## src/logic/dfm_regs.vh

```
`ifndef DFM_REGS_VH
`define DFM_REGS_VH
// register byte offsets
`define DFM_SUPPLY_A      12'h000
`define DFM_SUPPLY_B      12'h004
`define DFM_AFE_FLAGS     12'h008
`define DFM_DEC_LP_CTRL   12'h00c
`define DFM_ENCTRL        12'h010
`define DFM_ENCTRL2       12'h014
`define DFM_SENSOR_CTRL   12'h018
`define DFM_NVM_STATUS    12'h01c
`define DFM_RAMST         12'h020
`define DFM_WDSERVICE     12'h024
`define DFM_DAC1          12'h028
`define DFM_DAC2          12'h02c
`define DFM_NVM_BANK      12'h030
// field widths and reset values
`define DFM_DAC_W         12
`define DFM_DAC_RST       12'h000
`define DFM_ENCTRL_RST    4'h0
`define DFM_DEC_RST       4'h0
`define DFM_EN2_RST       3'h6
`define DFM_SEN_RST       2'h1
// nvm bank / crc
`define DFM_CRC_BANK      3'h5
`define DFM_CRC_POLY      8'h07
`define DFM_CRC_INIT      8'h00
`define DFM_CRC_INDEX     4'h8
`define DFM_BANK_END      4'hf
// ram self-test walk length
`define DFM_RAM_WORDS     9'd256
// timing: clock 10 MHz, service window 500 ms
`define DFM_CLK_HZ        10000000
`define DFM_WD_MS         500
`define DFM_WD_CYC        (`DFM_CLK_HZ / 1000 * `DFM_WD_MS)
`endif

```

## src/logic/dfm_monitor.v

```verilog
// How it works
// - analog, digital, bridge and charge-pump faults in two registers
// - supply fault sets a sticky bit that stays after the fault leaves
// - software clears a fault by writing zero; reset clears all faults
// - open, short-to-ground and short-to-supply share one sticky sensor bit
// - two bits in decimator control select the open-detect pull-down value
// - four chain range points each own one sticky bit, over and under shared
// - cap oscillator out of range sets one sticky bit when enabled
// - software connects two test capacitors to the capacitive front end
// - loop-back enable routes dac one/two into the front end via dividers
// - loop-back forces resistive mode; dac pins keep driving
// - ninth byte of bank five holds crc over banks one to five
// - loading banks one..five in order computes crc and updates error bit
// - trim checked at power-up before processor reset release
// - start bit begins ram self-test; done flag set on finish
// - fail bit reads one for faulty ram, zero otherwise
// - self-test runs only once per power cycle
// - main clock out of window resets whole device when enabled
// - software watchdog resets core without a toggle for 500 ms
// - watchdog reset clears both dac registers, others keep values
// - low-power bits gate bridge, dac two, front end and two clocks
`timescale 1ns/1ns
`include "dfm_regs.vh"
module dfm_monitor #(
    parameter WD_CYC = `DFM_WD_CYC
) (
    input  wire        CORE_CLK_I,
    input  wire        RESET_N_I,
    input  wire        PSEL_I,
    input  wire        PENABLE_I,
    input  wire        PWRITE_I,
    input  wire [11:0] PADDR_I,
    input  wire [31:0] PWDATA_I,
    output reg  [31:0] PRDATA_O,
    output reg         PREADY_O,
    output reg         PSLVERR_O,
    input  wire [3:0]  SUPPLY_FAULT_I,
    input  wire [2:0]  SENSOR_FAULT_I,
    input  wire [3:0]  RANGE_FAULT_I,
    input  wire        CAP_OSC_FAULT_I,
    input  wire        MAIN_CLK_FAULT_I,
    input  wire        TRIM_ERR_I,
    input  wire        TRIM_DONE_I,
    input  wire        NVM_LOAD_I,
    input  wire [2:0]  NVM_BANK_I,
    input  wire [3:0]  NVM_INDEX_I,
    input  wire [7:0]  NVM_BYTE_I,
    input  wire [7:0]  RAM_RDATA_I,
    output reg  [7:0]  RAM_ADDR_O,
    output reg  [7:0]  RAM_WDATA_O,
    output reg         RAM_WE_O,
    output reg         RAM_TEST_BUSY_O,
    output reg         CPU_RESET_O,
    output reg         DEVICE_RESET_O,
    output reg  [1:0]  PULLDOWN_SELECT_O,
    output reg  [1:0]  TEST_CAP_EN_O,
    output reg         DAC_LOOPBACK_O,
    output reg         CAP_MODE_O,
    output reg  [11:0] DAC1_O,
    output reg  [11:0] DAC2_O,
    output reg  [4:0]  POWER_GATE_O
);

    // reset release through two flip-flops
    reg rst_s1_r;
    reg rst_s2_r;
    always @(posedge CORE_CLK_I or negedge RESET_N_I) begin
        if (!RESET_N_I) begin
            rst_s1_r <= 1'b0;
            rst_s2_r <= 1'b0;
        end else begin
            rst_s1_r <= 1'b1;
            rst_s2_r <= rst_s1_r;
        end
    end
    // only the second stage feeds the logic, so release is clean
    wire rst_n = rst_s2_r;

    // register map, one aligned word each, data in the low bits:
    //   supply a      analog, digital fault flags
    //   supply b      bridge, charge pump fault flags
    //   afe flags     sensor, four range points, cap oscillator
    //   dec ctrl      pulldown a/b, dac two enable, front end enable
    //   enable ctrl   sw watchdog, main watchdog, cap monitor, loop-back
    //   enable ctrl 2 ram self-test start, interface clock, nvm clock
    //   sensor ctrl   bridge enable, capacitive type, test capacitors
    //   nvm status    crc error, trim error
    //   ram status    done, fail
    //   wd service    any write restarts the service window
    //   dac one/two   twelve-bit output codes

    // apb decode; single-cycle access phase
    // writes land at the edge that also samples ready high
    wire acc  = PSEL_I & PENABLE_I;
    wire wr   = acc & PWRITE_I;
    wire [7:0] wd = PWDATA_I[7:0];
    wire hit_sa  = PADDR_I == `DFM_SUPPLY_A;
    wire hit_sb  = PADDR_I == `DFM_SUPPLY_B;
    wire hit_afe = PADDR_I == `DFM_AFE_FLAGS;
    wire hit_dec = PADDR_I == `DFM_DEC_LP_CTRL;
    wire hit_en  = PADDR_I == `DFM_ENCTRL;
    wire hit_en2 = PADDR_I == `DFM_ENCTRL2;
    wire hit_sen = PADDR_I == `DFM_SENSOR_CTRL;
    wire hit_nvm = PADDR_I == `DFM_NVM_STATUS;
    wire hit_ram = PADDR_I == `DFM_RAMST;
    wire hit_wds = PADDR_I == `DFM_WDSERVICE;
    wire hit_d1  = PADDR_I == `DFM_DAC1;
    wire hit_d2  = PADDR_I == `DFM_DAC2;
    wire hit_any = hit_sa | hit_sb | hit_afe | hit_dec | hit_en | hit_en2 |
                   hit_sen | hit_nvm | hit_ram | hit_wds | hit_d1 | hit_d2;

    // sticky fault registers and control registers
    reg [1:0] sup_a_r;   // analog, digital
    reg [1:0] sup_b_r;   // bridge, charge pump
    reg [5:0] afe_r;     // sensor, four range points, cap osc
    reg [3:0] en_r;      // loopback, cap osc mon, main wd, sw wd
    reg [3:0] dec_r;     // pulldown a, pulldown b, second_dac_enable, front_end_enable
    reg [2:0] en2_r;     // ram start, iface clk, nvm clk
    reg [1:0] sen_r;     // bridge en, sensor type (1 = capacitive)
    reg [1:0] tcap_r;
    reg [11:0] dac1_r;
    reg [11:0] dac2_r;
    reg       sw_rst_r;

    wire [5:0] afe_set = {CAP_OSC_FAULT_I & en_r[2], RANGE_FAULT_I,
                          |SENSOR_FAULT_I};

    // latch faults; clear by writing zero or by reset, set wins
    always @(posedge CORE_CLK_I or negedge rst_n) begin
        if (!rst_n) begin
            sup_a_r <= 2'b00;
            sup_b_r <= 2'b00;
            afe_r   <= 6'h00;
        end else begin
            // a fault in the clearing cycle keeps its bit set
            sup_a_r <= SUPPLY_FAULT_I[1:0] |
                       (sup_a_r & ((wr & hit_sa) ? wd[1:0] : 2'b11));
            sup_b_r <= SUPPLY_FAULT_I[3:2] |
                       (sup_b_r & ((wr & hit_sb) ? wd[1:0] : 2'b11));
            afe_r   <= afe_set |
                       (afe_r & ((wr & hit_afe) ? wd[5:0] : 6'h3f));
        end
    end

    // control registers; dac data also cleared by watchdog reset
    always @(posedge CORE_CLK_I or negedge rst_n) begin
        if (!rst_n) begin
            en_r   <= `DFM_ENCTRL_RST;
            dec_r  <= `DFM_DEC_RST;
            en2_r  <= `DFM_EN2_RST;
            sen_r  <= `DFM_SEN_RST;
            tcap_r <= 2'b00;
            dac1_r <= `DFM_DAC_RST;
            dac2_r <= `DFM_DAC_RST;
        end else begin
            if (wr & hit_en)  en_r  <= wd[3:0];
            if (wr & hit_dec) dec_r <= wd[3:0];
            if (wr & hit_en2) en2_r <= wd[2:0];
            if (wr & hit_sen) begin
                sen_r  <= wd[1:0];
                tcap_r <= wd[3:2];
            end
            if (sw_rst_r) begin
                dac1_r <= `DFM_DAC_RST;
                dac2_r <= `DFM_DAC_RST;
            end else begin
                if (wr & hit_d1) dac1_r <= PWDATA_I[11:0];
                if (wr & hit_d2) dac2_r <= PWDATA_I[11:0];
            end
        end
    end

    // crc over banks one..five, sequence tracked bank by bank
    reg [2:0] next_bank_r;
    reg [7:0] crc_r;
    reg       crc_err_r;
    wire      in_seq = NVM_BANK_I == next_bank_r;
    wire      crc_byte = (NVM_BANK_I == `DFM_CRC_BANK) &&
                         (NVM_INDEX_I == `DFM_CRC_INDEX);
    wire      last_load = NVM_LOAD_I & in_seq &
                          (NVM_BANK_I == `DFM_CRC_BANK) & crc_byte;
    // a fresh bank one start out of sequence begins from the seed
    // value, so a partial sum from a load cut off past bank one never leaks into the next check
    wire      restart = !in_seq && NVM_INDEX_I == 4'h0 &&
                        NVM_BANK_I == 3'h1;
    reg [7:0] crc_nxt;
    integer   k;
    always @* begin
        crc_nxt = (restart ? `DFM_CRC_INIT : crc_r) ^ NVM_BYTE_I;
        for (k = 0; k < 8; k = k + 1) begin
            crc_nxt = crc_nxt[7] ? ((crc_nxt << 1) ^ `DFM_CRC_POLY)
                                 : (crc_nxt << 1);
        end
    end
    always @(posedge CORE_CLK_I or negedge rst_n) begin
        if (!rst_n) begin
            next_bank_r <= 3'h1;
            crc_r       <= `DFM_CRC_INIT;
            crc_err_r   <= 1'b0;
        end else if (NVM_LOAD_I) begin
            if (NVM_BANK_I == 3'h0) begin
                crc_r <= crc_r;
            end else if (restart) begin
                next_bank_r <= 3'h1;
                crc_r       <= crc_nxt;
            end else if (in_seq) begin
                if (last_load) begin
                    crc_err_r   <= crc_r != NVM_BYTE_I;
                    next_bank_r <= 3'h1;
                    crc_r       <= `DFM_CRC_INIT;
                end else begin
                    crc_r <= crc_nxt;
                    if (NVM_INDEX_I == `DFM_BANK_END ||
                        (NVM_BANK_I == `DFM_CRC_BANK && 1'b0))
                        next_bank_r <= next_bank_r + 3'h1;
                end
            end
        end
    end

    // trim result captured once at power-up, holds cpu in reset until done
    // later trim strobes are ignored so the power-up verdict stands
    reg trim_err_r;
    reg trim_ok_r;
    always @(posedge CORE_CLK_I or negedge rst_n) begin
        if (!rst_n) begin
            trim_err_r <= 1'b0;
            trim_ok_r  <= 1'b0;
        end else if (TRIM_DONE_I && !trim_ok_r) begin
            trim_err_r <= TRIM_ERR_I;
            trim_ok_r  <= 1'b1;
        end
    end

    // ram self-test: write pattern, read back, once per power cycle
    localparam ST_IDLE  = 2'd0;
    localparam ST_WRITE = 2'd1;
    localparam ST_READ  = 2'd2;
    localparam ST_DONE  = 2'd3;
    reg [1:0] st_r;
    reg [8:0] addr_r;
    reg       ran_r;
    reg       fail_r;
    reg       chk_r;
    // the ram answers one cycle after the address, so the data is
    // compared with the address that was presented one cycle earlier
    reg [7:0] prev_addr_r;
    always @(posedge CORE_CLK_I or negedge rst_n) begin
        if (!rst_n) begin
            st_r   <= ST_IDLE;
            addr_r <= 9'd0;
            ran_r  <= 1'b0;
            fail_r <= 1'b0;
            chk_r  <= 1'b0;
            prev_addr_r <= 8'h00;
        end else begin
            prev_addr_r <= RAM_ADDR_O;
            chk_r <= (st_r == ST_READ) && addr_r != 9'd0;
            if (chk_r && RAM_RDATA_I != ~prev_addr_r)
                fail_r <= 1'b1;
            case (st_r)
                ST_IDLE: begin
                    if (en2_r[0] && !ran_r) begin
                        st_r  <= ST_WRITE;
                        ran_r <= 1'b1;
                    end
                end
                ST_WRITE: begin
                    addr_r <= addr_r + 9'd1;
                    if (addr_r == `DFM_RAM_WORDS - 9'd1) begin
                        addr_r <= 9'd0;
                        st_r   <= ST_READ;
                    end
                end
                ST_READ: begin
                    addr_r <= addr_r + 9'd1;
                    if (addr_r == `DFM_RAM_WORDS)
                        st_r <= ST_DONE;
                end
                ST_DONE:  st_r <= ST_DONE;
                default:  st_r <= ST_IDLE;
            endcase
        end
    end

    // done only once the last read-back compare has landed in fail
    wire ram_done = (st_r == ST_DONE) && !chk_r;

    // software watchdog: toggle write restarts count
    // the toggle itself is never readable; a timeout pulses sw_rst_r
    // for one cycle and the count starts over while still enabled
    reg [31:0] wd_cnt_r;
    reg        tog_r;
    always @(posedge CORE_CLK_I or negedge rst_n) begin
        if (!rst_n) begin
            wd_cnt_r <= 32'h0;
            tog_r    <= 1'b0;
            sw_rst_r <= 1'b0;
        end else begin
            sw_rst_r <= 1'b0;
            if (wr & hit_wds) begin
                tog_r    <= ~tog_r;
                wd_cnt_r <= 32'h0;
            end else if (!en_r[0]) begin
                wd_cnt_r <= 32'h0;
            end else if (wd_cnt_r == WD_CYC - 1) begin
                wd_cnt_r <= 32'h0;
                sw_rst_r <= 1'b1;
            end else begin
                wd_cnt_r <= wd_cnt_r + 32'h1;
            end
        end
    end

    // registered outputs
    // every top-level output comes straight from a flip-flop, and
    // read data is taken from the address of the setup cycle
    always @(posedge CORE_CLK_I or negedge rst_n) begin
        if (!rst_n) begin
            PREADY_O          <= 1'b0;
            PSLVERR_O         <= 1'b0;
            PRDATA_O          <= 32'h0;
            RAM_ADDR_O        <= 8'h00;
            RAM_WDATA_O       <= 8'h00;
            RAM_WE_O          <= 1'b0;
            RAM_TEST_BUSY_O   <= 1'b0;
            CPU_RESET_O       <= 1'b1;
            DEVICE_RESET_O    <= 1'b0;
            PULLDOWN_SELECT_O <= 2'b00;
            TEST_CAP_EN_O     <= 2'b00;
            DAC_LOOPBACK_O    <= 1'b0;
            CAP_MODE_O        <= 1'b0;
            DAC1_O            <= `DFM_DAC_RST;
            DAC2_O            <= `DFM_DAC_RST;
            POWER_GATE_O      <= 5'h00;
        end else begin
            PREADY_O  <= PSEL_I & ~PENABLE_I;
            PSLVERR_O <= PSEL_I & ~PENABLE_I & ~hit_any;
            case (PADDR_I)
                `DFM_SUPPLY_A:   PRDATA_O <= {30'h0, sup_a_r};
                `DFM_SUPPLY_B:   PRDATA_O <= {30'h0, sup_b_r};
                `DFM_AFE_FLAGS:  PRDATA_O <= {26'h0, afe_r};
                `DFM_DEC_LP_CTRL: PRDATA_O <= {28'h0, dec_r};
                `DFM_ENCTRL:     PRDATA_O <= {28'h0, en_r};
                `DFM_ENCTRL2:    PRDATA_O <= {29'h0, en2_r};
                `DFM_SENSOR_CTRL: PRDATA_O <= {28'h0, tcap_r, sen_r};
                `DFM_NVM_STATUS: PRDATA_O <= {30'h0, trim_err_r, crc_err_r};
                `DFM_RAMST:      PRDATA_O <= {30'h0, fail_r,
                                              ram_done};
                `DFM_DAC1:       PRDATA_O <= {20'h0, dac1_r};
                `DFM_DAC2:       PRDATA_O <= {20'h0, dac2_r};
                default:         PRDATA_O <= 32'h0;
            endcase
            RAM_ADDR_O      <= addr_r[7:0];
            RAM_WDATA_O     <= ~addr_r[7:0];
            RAM_WE_O        <= st_r == ST_WRITE;
            RAM_TEST_BUSY_O <= st_r == ST_WRITE || st_r == ST_READ;
            CPU_RESET_O     <= ~trim_ok_r | sw_rst_r;
            DEVICE_RESET_O  <= MAIN_CLK_FAULT_I & en_r[1];
            PULLDOWN_SELECT_O <= dec_r[1:0];
            TEST_CAP_EN_O   <= tcap_r;
            DAC_LOOPBACK_O  <= en_r[3];
            CAP_MODE_O      <= sen_r[1] & ~en_r[3];
            DAC1_O          <= dac1_r;
            DAC2_O          <= dac2_r;
            POWER_GATE_O    <= {en2_r[2], en2_r[1], dec_r[3],
                                dec_r[2], sen_r[0]};
        end
    end

endmodule // dfm_monitor

```

## config.mk

```make
export PLATFORM = sky130hd
export DESIGN_NAME = dfm_monitor
export DESIGN_NICKNAME = d
export VERILOG_FILES = /design/src/logic/dfm_monitor.v
export VERILOG_INCLUDE_DIRS = /design/src /design/src/logic
export SDC_FILE = /design/constraint.sdc
export NUM_CORES = 1
export LEC_CHECK = 0
export BUFFER_PORTS_ARGS = -buffer_cell sky130_fd_sc_hd__buf_2
export CAP_MARGIN = 10
export CORE_MARGIN = 2
export CORE_UTILIZATION = 46
export CTS_CLUSTER_DIAMETER = 60
export DETAILED_ROUTE_END_ITERATION = 8
export HOLD_SLACK_MARGIN = 0.12
export PLACE_DENSITY_LB_ADDON = 0.05
export SKIP_LAST_GASP = 1
export SYNTH_ARGS = -nofsm -noshare
export SYNTH_HDL_FRONTEND = slang
export SYNTH_SLANG_ARGS = --single-unit
```

## constraint.sdc

```tcl
create_clock -name CORE_CLK_I -period 10.9 [get_ports CORE_CLK_I]
set_clock_uncertainty 0.1 [all_clocks]
set_input_delay 0.545 -clock CORE_CLK_I [delete_from_list [all_inputs] [get_ports CORE_CLK_I]]
set_output_delay 0.545 -clock CORE_CLK_I [all_outputs]
set_load 0.05 [all_outputs]
```

Yosys cells after proc, flatten, opt, wreduce, memory -nomap -nowiden:

Cells that the tools add are included.

* register bits after elaboration: 209
* latch bits: 0
* bits in writable memories: 0
* ROM bits: 0
* bits of input ports: 88
* logic and storage cells: 191
* memories: 0

* $add $sub $neg: 3
* $mul: 0
* div/mod/pow operators: 0
* magnitude comparators: 0
* eq/ne operators: 27
* shift-type cells: 0
* mux-type cells: 36
* bitwise operators: 55
* reductions and logical operators: 29

Operators with widths (number)
* 12-bit case mux with 11 select lines: 1
* 32-bit two-way mux: 3
* 12-bit by 5-bit equality test with 1-bit output, second input constant: 4
* 12-bit by 6-bit equality test with 1-bit output, second input constant: 4
* 12-bit two-way mux: 4
* 3-bit two-way mux: 12
* 32-bit by 1-bit adder with 32-bit output, second input constant: 1
* 32-bit by 23-bit equality test with 1-bit output, second input constant: 1
* 8-bit two-way mux: 4
* 12-bit by 4-bit equality test with 1-bit output, second input constant: 2
* 3-bit NOT: 8
* 1-bit AND: 20
* 9-bit case mux with 2 select lines: 1
* 8-bit inequality test: 2
* 8-bit NOT: 2
* 12-bit by 3-bit equality test with 1-bit output, second input constant: 1
* 12-bit zero test: 1
* 1-bit OR: 12
* 2-bit two-way mux: 5
* 9-bit by 1-bit adder with 9-bit output, second input constant: 1
* 9-bit by 8-bit equality test with 1-bit output, second input constant: 1
* 9-bit equality test, second input constant: 1
* 9-bit two-way mux: 1
* 9-bit nonzero test: 1
* 31 further kinds: 57

Logic depth before layout (Yosys ltp):

Gate-level depths: netlist of run 1.

* depth in word-level cells: 25
* mapped depth: 8

Least setup slack after synthesis of run 1:

No wires, ideal clock.

* path kind: in2reg
* start point: in PADDR_I[1]
* end point: reg en_r[0]
* setup time: 0.128 ns
* arrival: 2.144 ns
* path slack: 8.529 ns
* stages on the path: 6
* buffers on the path: 1
* cell sequence: nor4_1 > nand2_1 > clkbuf_1 > or4b_4 > nor3_4 > mux2_1

* word-level cells in the longest chain between the ends: 2

RTL lines
* start, declared: line dfm_monitor.v:32 `input wire [11:0] PADDR_I,`
* 12-bit by 5-bit equality test with 1-bit output
* 1-bit AND: line dfm_monitor.v:156 `if (wr & hit_en) en_r <= wd[3:0];`
* end signal, assigned: line dfm_monitor.v:148 `` en_r <= `DFM_ENCTRL_RST; ``
* end signal, assigned: line dfm_monitor.v:156
* end, declared: line dfm_monitor.v:116 `reg [3:0] en_r;`

Every way passes these cells.
A chain may end at the register's enable or synchronous reset.

Final worst setup path of run 1:

* start point: in PADDR_I[9]
* end point: reg wd_cnt_r[9]

* word-level cells in the longest chain between the ends: 3

RTL lines
* 12-bit by 6-bit equality test with 1-bit output (no line)
* 1-bit AND: line dfm_monitor.v:301 `if (wr & hit_wds) begin`
* 32-bit two-way mux: line dfm_monitor.v:301
* end signal, assigned: line dfm_monitor.v:310 `wd_cnt_r <= wd_cnt_r + 32'h1;`
* end, declared: line dfm_monitor.v:292 `reg [31:0] wd_cnt_r;`

Every way passes these cells.

==> results of run 1 <==
[per-layer routing]
| layer | part of all wire (%) | track usage [%] |
|---|---|---|
| met5 | 0.15 | 0 |
| met3 | 4.8 | 4.489 |
| met4 | 0.89 | 4.413 |
| met1 | 45 | 26.08 |
| met2 | 49 | 32.51 |
[final cells by class]
cell class	instances	area, sq um	share of cell area (%)
Clock buffer	17	425.4	4.357
Inverter	15	56.30	0.5766
Clock inverter	14	150.1	1.538
Sequential cell	189	4740	48.54
Timing Repair Buffer	144	743.2	7.611
Multi-Input combinational cell	529	3363	34.44
Tap cell	229	286.5	2.934
[layout by cell type (no fill, tap or decap), drive strengths merged, types with 7 or more instances in the layout]
| cell | netlist | final |
|---|---|---|
| dfrtp | 184 | 184 |
| buf | 30 | 142 |
| nand2 | 84 | 84 |
| a21oi | 49 | 49 |
| nor2 | 46 | 46 |
| o21ai | 42 | 42 |
| xor2 | 39 | 39 |
| xnor2 | 31 | 31 |
| nand3 | 24 | 24 |
| inv | 15 | 23 |
| conb | 2 | 21 |
| clkbuf | 22 | 18 |
| nor3 | 18 | 18 |
| nand2b | 16 | 16 |
| nand4 | 15 | 15 |
| mux2 | 15 | 15 |
| and3 | 11 | 11 |
| or3 | 11 | 11 |
| a22o | 10 | 10 |
| ha | 10 | 10 |
| nor2b | 8 | 8 |
| mux2i | 8 | 8 |
| nor4 | 8 | 8 |
| or4 | 7 | 7 |
[registers in the layout (all words and copies together), names as in the netlist, 3 cells and up]
signal,cells
wd_cnt_r,32
DAC1_O,12
DAC2_O,12
PRDATA_O,12
dac1_r,12
dac2_r,12
addr_r,9
RAM_ADDR_O,8
RAM_WDATA_O,8
crc_r,8
prev_addr_r,8
afe_r,6
POWER_GATE_O,5
dec_r,4
en_r,4
en2_r,3
next_bank_r,3
[power groups by stage]
stage | registers, W | logic [W] | clock network [W]
2_1_floorplan | 0.000751 | 0.000177 | 0
3_3_place_gp | 0.000754 | 0.000208 | 0
3_5_place_dp | 0.000754 | 0.000214 | 0
4_1_cts | 0.000740 | 0.000214 | 0.000610
5_1_grt | 0.000743 | 0.000236 | 0.000641
6_report | 0.000740 | 0.000215 | 0.000597
[metrics by stage]
step / utilization, % / total power, W
2_1_floorplan: - / 0.0009273
3_3_place_gp: 51.23 / 0.0009616
3_5_place_dp: 51.23 / 0.0009673
4_1_cts: 54.50 / 0.001565
5_1_grt: 54.54 / 0.001621
6_report: 54.54 / 0.001552
[what timing repair did]
action	4_1_cts	5_1_grt
hold endpoints to repair	2	0
hold buffers	1	0
gates resized for setup	0	0
[worst max-delay path by stage]
stage	start	to	slack, ns	depth (start not counted)
floorplan	rst_n$_DFF_PN0_	CAP_MODE_O$_DFF_PN0_	5.15	0
CTS	PADDR_I[9]	wd_cnt_r[9]$_DFF_PN0_	7.67	7
detailed placement	PADDR_I[9]	wd_cnt_r[3]$_DFF_PN0_	7.22	7
global route	PADDR_I[9]	wd_cnt_r[3]$_DFF_PN0_	7.49	7
global placement	PADDR_I[1]	wd_cnt_r[3]$_DFF_PN0_	7.28	7
finish	PADDR_I[9]	wd_cnt_r[9]$_DFF_PN0_	7.71	7
[cell families (layout without fill, tap and decap cells)]
kind of cell / after synthesis / after routing
compound gates: 131 / 131
xor+xnor: 70 / 70
fa+ha+maj: 10 / 10
buf+inv: 67 / 190
flops: 189 / 189
mux: 27 / 27
other cells: 2 / 21
simple gates: 270 / 270
==> flow_summary.ini, run 1 <==
[grt]
antenna_found_initial = 2
grt_pass1_vias = 5947
grt_pass1_wl_um = 30390
grt_remaining_overflow = 0
grt_max_degree = 84
grt_use_total_pct = 19.44

[setup_path]
r2r_start = wd_cnt_r[20]$_DFF_PN0_
cp_num_buf_inv = 1
worstSetupPathType = input pin to register
cp_data_required_time_ns = 11.06
cp_slowest_stage_delay_ns = 0.80
worstPathMaxFanout = 21
rr_endpoint = wd_cnt_r[9]$_DFF_PN0_
cp-end-kind = register
crit_path_start_kind = input pin
crit_family = simple AND/OR/NAND/NOR gates
cp_slowest_cell = o21ai_1
r2r_slack_ns = 8.36
path_cells = buf_2, nor4_1, nand2_1, or3_1, o21ai_1, nand2b_1, nor2_1
reg2regPathDepth = 5
crit_arrival_ns = 3.36

[pwr]
p_per_area_nw_per_um2 = 159.0
ir_drop_v = 0.0001082
clockPowerShare_pct = 38.4
pwr-share-comb_pct = 13.9
p_switching_w = 0.0004305
p_leak_nw = 4.543
p_seq_share_pct = 47.7
power.internal_w = 0.001122
p_sw_share_pct = 27.73

[synth]
synth_top_family_by_area = simple AND/OR/NAND/NOR gates
async_flop_share_pct = 100.0
avgSynthCellArea_sq_um = 10.93
synth_compound_area_share_pct = 9.266
syn-cell-area_sq_um = 8372
netlist_top_cells_count = dfrtp_1, nand2_1, a21oi_1
synth.distinct_cells = 62
synthTopCellsByArea = dfrtp_1, xor2_1, nand2_1
synth_top_cell_by_area = dfrtp_1
synth-main-ff-cell = dfrtp_1
synthDominantCellAreaShare_pct = 55.00
yosysSeqAreaShare_pct = 56.57
netlist_instances = 766
synth_edf_count = 0
synthMuxAreaShare_pct = 4.050
synth-simple-area-share_pct = 17.10
post-synth-top-count-cell = dfrtp_1
synth_warnings = 0
synth_xor_xnor_area_share_pct = 7.323
synth-adder-area-share_pct = 1.495
ys_seq_elements = 189

[layout]
final_cells = 1137
nFillCells = 1603
fin_nets = 994
drive_above_1_share_pct = 23.24
area_growth_syn_to_layout_pct = 16.63
diodes = 0
final_area_sq_um = 9764

[clocking]
path_clk_slew_ns = 0.07
cts_buffers = 17
clkLatencyLatePin_ns = 0.42
cts_setup_buffers = 0
cts_tree = yes
clock_path_buffers = 2
htree_levels = 4
root_buffer = clkbuf_16
cts.sink_count = 189

[timing]
setup_tns_ns = 0
fmax_mhz = 313.2
hold_viol = 0
rsz0062_at_grt = no
setup_violations = 0
slew_headroom_pct = 30.41
finalMaxSlewViolations = 0
hold_slack_ns = 0.1357
tightest_slew_ns = 1.040
fin_crit_sh_pct = 29.29
setup_ws_ns = 7.707
fin_crit_ns = 3.193

[worst_hold_path]
hold_class = register to asynchronous set/reset pin

[placed_design]
place_area_sq_um = 9171
gp_congestion = 0.8571
dp_hpwl_um = 13040
dp_slack_ns = 7.223
dp_cells = 1104
portBuffers = 136

[floorplanning]
start_util_pct = 46.76
die_x_um = 138.9
dieArea_sq_um = 19290
coreArea_sq_um = 17900
pin_count = 177
die_y_um = 138.9
fp-row-count = 49

[route]
drtIter0Drc = 357
wl_per_cell_um = 16.08
drc = 0
viasPerCell = 5.255
ant_nets = 0
routed_wl_um = 18280
vias = 5975
drt_pass1_iterations = 5

[status]
status = finished, final reports clean

[flow_run]
drv_cap = 0
No activity file was read; power rests on OpenSTA's default activity.
==> run 2: changes to the inputs <==
==> constraint.sdc (replaced) <==
create_clock -name CORE_CLK_I -period 2.85 [get_ports CORE_CLK_I]
set_clock_uncertainty 0.1 [all_clocks]
set_input_delay 0.1425 -clock CORE_CLK_I [delete_from_list [all_inputs] [get_ports CORE_CLK_I]]
set_output_delay 0.1425 -clock CORE_CLK_I [all_outputs]
set_load 0.05 [all_outputs]
==> run 2 against run 1 <==
  * Final area increased by 6.7%
  * Hold slack improved by 0.065 ns
  * Register-to-register slack got worse by 8.0 ns
  * Setup slack got worse by 7.5 ns
  * Via count increased by 5.5%
  * First-iteration DRC count decreased by 1.7%
  * Largest cell class unchanged
  * Combinational power increased to 4.2 times the previous value
  * Flip-flop and latch count unchanged
  * Cell count increased by 5.5%
==> flow_summary.ini, run 2 (synthesized netlist as in run 1, its figures left out) <==
[status]
status = finished, final reports clean

[grt]
grt_pass1_wl_um = 31930
grt_remaining_overflow = 0
grt_pass1_vias = 6349
antenna_found_initial = 0
grt_use_total_pct = 20.59
grt_max_degree = 120

[setup_path]
worstSetupPathType = input pin to register
crit_family = simple AND/OR/NAND/NOR gates
path_common_cell = dlygate4sd3_1
reg2regPathDepth = 6
cp-end-kind = register
r2r_start = next_bank_r[0]$_DFFE_PN1P_
crit_end = crc_err_r$_DFFE_PN0P_
rr_endpoint = crc_err_r$_DFFE_PN0P_
crit_path_start_kind = input pin
path_cells = dlygate4sd3_1, buf_2, nor4_1, and2_1, nand4_1, nor3_1, dlygate4sd3_1, a21oi_1
cp.depth = 8
r2r_slack_ns = 0.31
cp_slowest_cell = dlygate4sd3_1
cp_data_required_time_ns = 3.05
worstPathMaxFanout = 10
cp_num_buf_inv = 3
crit_start = NVM_INDEX_I[0]
crit_arrival_ns = 2.86
cp_slowest_stage_delay_ns = 0.59

[timing]
rsz0062_at_grt = no
tightest_slew_ns = 0.8800
finalMaxSlewViolations = 0
fin_crit_sh_pct = 93.15
fin_crit_ns = 2.655
hold_viol = 0
slew_headroom_pct = 41.33
setup_violations = 0
fmax_mhz = 376.7
setup_tns_ns = 0

[route]
wl_per_cell_um = 16.09
viasPerCell = 5.251
vias = 6301
drt_pass1_iterations = 5
drc = 0
ant_nets = 0
drtIter0Drc = 351
routed_wl_um = 19310

[layout]
drive_above_1_share_pct = 22.68
multiInputGateArea_sq_um = 3366
fin_nets = 1055
area_growth_syn_to_layout_pct = 24.45
mostFrequentLayoutCells = dfrtp_1, buf_2, nand2_1
seq_area_sq_um = 4740
nFillCells = 1556
layout_commonest_cell = dfrtp_1
regMostFlops = wd_cnt_r
largest_reg_flops = 32

[floorplanning]
pin_count = 177
fp-row-count = 49
start_util_pct = 46.76
die_x_um = 138.9
coreArea_sq_um = 17900
dieArea_sq_um = 19290
die_y_um = 138.9

[clocking]
clock_path_buffers = 2
cts.sink_count = 189
clkLatencyLatePin_ns = 0.43
cts_buffers = 17
root_buffer = clkbuf_16
cts_tree = yes
cts_setup_buffers = 0
path_clk_slew_ns = 0.07
htree_levels = 4

[pwr]
p_per_area_nw_per_um2 = 591.1
ir_drop_v = 0.0004184
p_total_w = 0.006159
p_leak_nw = 4.806

[placed_design]
gp_congestion = 0.8476
portBuffers = 136
dp_hpwl_um = 13170

[worst_hold_path]
hold_class = input pin to register

[flow_run]
drv_cap = 0
run 2: cell count changes in the layout (fill, tap and decap cells not counted):
cell           delta
buf_12            +1
buf_4             +7
bufinv_16         +1
clkbuf_4          -1
clkinv_8          +2
clkinvlp_4        -1
diode_2           +1
dlygate4sd3_1    +54
inv_8             -1
nor2_1            -1
nor2_2            +1
run 2: final cells by class:
type,instances,area share [%]
timing repair buffer,205,12.95
multi-input combinational,529,32.30
sequential,189,45.49
clock buffer,17,4.083
antenna,1,0.02402
tap,229,2.750
inverter,15,0.5404
clock inverter,15,1.861
run 2: stage by stage:
step,cells,cell area [sq um],setup WS [ns],hold WS (ns),utilization (%)
6_report,1200,10420,0.1954,0.2004,58.20
5_1_grt,1199,10420,0.003817,0.1994,58.18
4_1_cts,1199,10410,0.1979,0.1740,58.17
3_5_place_dp,1112,9244,0.4691,-0.1679,51.64
3_3_place_gp,1112,9244,0.5172,-0.1722,51.64
2_1_floorplan,785,8447,0.8156,-0.2531,-
run 2: routing by layer:
metal  wire length (um)  vias to the layer above  global-route usage (%)
li1                   -                     2997                       -
met3                964                       12                   4.834
met4                167                        0                   5.316
met2               9757                      163                   35.05
met5                  0                        -                       0
met1               8417                     3129                   26.74
run 2: repair_timing:
action | in CTS | in global routing
resized for setup | 0 | 1
hold buffers | 55 | 0
hold endpoints to repair | 64 | 0
endpoints found under the setup margin | 0 | 1
run 2: power by group:
part           switching (W)  total, W  internal (W)  leakage (nW)
Combinational       0.000463  0.000899      0.000436          2.04
Clock                0.00117   0.00244       0.00127         0.299
Sequential         0.0000872   0.00282       0.00273          2.47
run 2: how the worst min path moves through the flow:
stage	start	end	slack (ns)	cells past startpoint
finish	PADDR_I[7]	PRDATA_O[0]$_DFF_PN0_	0.20	4
global placement	RESET_N_I	rst_s1_r$_DFF_PN0_	-0.17	1
floorplan	RESET_N_I	rst_s1_r$_DFF_PN0_	-0.25	0
CTS	PADDR_I[11]	PRDATA_O[0]$_DFF_PN0_	0.17	4
detailed placement	RESET_N_I	rst_s1_r$_DFF_PN0_	-0.17	1
global route	NVM_BYTE_I[1]	crc_r[1]$_DFFE_PN0P_	0.20	4
run 2: worst register-to-register path: stages, from the launching register on:
cell           delay [ns]
dfstp_2              0.56
xor2_1               0.07
nor3_1               0.25
nand4_1              0.47
nor3_1               0.32
dlygate4sd3_1        0.59
a21oi_1              0.04
==> run 3: changes to the inputs <==
--- a/config.mk
+++ b/config.mk
@@ -14,6 +14,7 @@
 export DETAILED_ROUTE_END_ITERATION = 8
 export HOLD_SLACK_MARGIN = 0.12
 export PLACE_DENSITY_LB_ADDON = 0.05
+export RECOVER_POWER = 100
 export SKIP_LAST_GASP = 1
 export SYNTH_ARGS = -nofsm -noshare
 export SYNTH_HDL_FRONTEND = slang
==> run 3 against run 2 <==
  * The run now ends with max-capacitance violations, max-slew violations left
  * Non-clock buffer count did not move
  * Die area stayed put
  * Via count shrank 0.16%
  * Cell count did not move
  * Core utilization fell by 0.87 points
  * Register-to-register slack worse by 0.13 ns
  * Sequential power barely moved
  * Clock power about the same
  * Global-route usage unchanged
  * Sequential share of layout area is 0.69 points higher
  * Hold slack got worse by 0.00098 ns
  * Critical endpoint unchanged
  * Largest cell class unchanged
==> flow_summary.ini, run 3 (synthesized netlist as in run 1, its figures left out) <==
[status]
status = complete, but fails checks
violations = max-capacitance violations, max-slew violations

[clocking]
clkLatencyLatePin_ns = 0.43
htree_levels = 4
cts_buffers = 17
cts.sink_count = 189
clock_path_buffers = 2
path_clk_slew_ns = 0.07
cts_tree = yes
root_buffer = clkbuf_16

[worst_hold_path]
hold_depth = 4
worstHoldEndpoint = PRDATA_O[0]$_DFF_PN0_
min_from = PADDR_I[7]
hold_class = input pin to register

[route]
drc = 0
routed_wl_um = 19500
ant_nets = 0
drt_pass1_iterations = 4
wl_per_cell_um = 16.25
vias = 6291
drtIter0Drc = 337
viasPerCell = 5.243

[placed_design]
gp_congestion = 0.8476
dp_hpwl_um = 13170
portBuffers = 136
dp_cells = 1112

[layout]
final_cells = 1200
layout_commonest_cell = dfrtp_1
fin_nets = 1055
nFillCells = 1598
area_growth_syn_to_layout_pct = 22.60
drive_above_1_share_pct = 13.81
regMostFlops = wd_cnt_r
seq_area_sq_um = 4740
multiInputGateArea_sq_um = 3334
mostFrequentLayoutCells = dfrtp_1, nand2_1, clkbuf_1
largest_reg_flops = 32

[grt]
gr-usage-met3_pct = 4.834
grt.busiest_layer = met2
use_met2_pct = 35.05
grtUsageMet1_pct = 26.74
antenna_found_initial = 0
grt_use_total_pct = 20.59
grt_remaining_overflow = 0
grt_max_degree = 120
grt_pass1_vias = 6349
grt_pass1_wl_um = 31930

[floorplanning]
die_x_um = 138.9
die_y_um = 138.9
fp-row-count = 49
coreArea_sq_um = 17900
dieArea_sq_um = 19290
start_util_pct = 46.76
pin_count = 177

[timing]
tightest_slew_ns = 1.628
fin_crit_sh_pct = 93.80
setup_violations = 0
hold_viol = 0
fin_crit_ns = 2.673
fmax_mhz = 374.1
slew_headroom_pct = -8.537
setup_tns_ns = 0
rsz0062_at_grt = no
finalMaxSlewViolations = 189

[setup_path]
reg2regPathDepth = 6
rr_endpoint = wd_cnt_r[10]$_DFF_PN0_
worstPathMaxFanout = 10
r2r_slack_ns = 0.18
crit_arrival_ns = 2.87
worstSetupPathType = input pin to register
cp-end-kind = register
crit_path_start_kind = input pin
cp_data_required_time_ns = 3.05
r2r_start = wd_cnt_r[20]$_DFF_PN0_

[pwr]
p_seq_share_pct = 45.8
p_switching_w = 0.001717
clockPowerShare_pct = 39.7
p_sw_share_pct = 27.90
p_per_area_nw_per_um2 = 599.7
pwr-share-comb_pct = 14.5
p_leak_nw = 4.492
power.internal_w = 0.004438
ir_drop_v = 0.0004183

[flow_run]
drv_cap = 2
run 3: changes by cell type in the layout (fill, tap and decap cells not counted), moves of 2 or more:
cell / delta
buf_2: -72
buf_4: -6
clkbuf_1: +77
dfstp_1: +3
dfstp_2: -3
nor2_1: +2
nor2_2: -2
nor3_1: +2
run 3: layer usage:
metal / wire length, um / vias up
li1: - / 2995
met1: 8613 / 3153
met2: 9873 / 130
met3: 838 / 13
met4: 172 / 0
met5: 0 / -
run 3: area by class of cell:
class / instances / share of cell area [%]
antenna: 1 / 0.02438
clock buffer: 17 / 4.145
clock inverter: 15 / 1.890
inverter: 15 / 0.5486
multi-input combinational: 529 / 32.49
sequential: 189 / 46.18
tap: 229 / 2.792
timing repair buffer: 205 / 11.93
run 3: repair_timing:
action | 4_1_cts | 5_1_grt
resized for setup | 0 | 1
setup endpoints to repair | 0 | 1
endpoints found under the hold margin | 64 | 0
setup buffers | 0 | 0
hold buffers | 55 | 0
run 3: critical path: stages:
cell and delay, ns:
dlygate4sd3_1 0.53, clkbuf_1 0.10, nor4_1 0.46, and2_1 0.23
nand4_1 0.44, nor3_1 0.33, dlygate4sd3_1 0.59, a21oi_1 0.04
run 3: how the worst max path moves through the flow:
stage                                       from  cells after the start                      to  slack, ns
final                             NVM_INDEX_I[0]                      8   crc_err_r$_DFFE_PN0P_       0.18
after CTS                         NVM_INDEX_I[0]                      8    crc_r[4]$_DFFE_PN0P_       0.20
after floorplan                  rst_n$_DFF_PN0_                      0    CAP_MODE_O$_DFF_PN0_       0.82
after global routing              NVM_INDEX_I[0]                      8   crc_err_r$_DFFE_PN0P_      0.006
after global placement    wd_cnt_r[20]$_DFF_PN0_                      7  wd_cnt_r[28]$_DFF_PN0_       0.52
after detailed placement  wd_cnt_r[20]$_DFF_PN0_                      7  wd_cnt_r[23]$_DFF_PN0_       0.47
run 3: power by group through the flow:
stage	sequential [W]	combinational (W)	clock [W]
after global routing	0.00283	0.000978	0.00262
final	0.00282	0.000894	0.00244
after global placement	0.00287	0.000812	0
after CTS	0.00282	0.000897	0.00250
after detailed placement	0.00287	0.000834	0
after floorplan	0.00287	0.000675	0
run 3: through the flow:
| step | total power [W] | instance area (sq um) | worst slack, ns | hold WS (ns) | utilization (%) |
|---|---|---|---|---|---|
| 2_1_floorplan | 0.003546 | 8447 | 0.8156 | -0.2531 | - |
| 3_3_place_gp | 0.003683 | 9244 | 0.5172 | -0.1722 | 51.64 |
| 5_1_grt | 0.006429 | 10260 | 0.006255 | 0.1994 | 57.32 |
| 3_5_place_dp | 0.003706 | 9244 | 0.4691 | -0.1679 | 51.64 |
| 6_report | 0.006155 | 10260 | 0.1766 | 0.1995 | 57.33 |
| 4_1_cts | 0.006213 | 10410 | 0.1979 | 0.1740 | 58.17 |
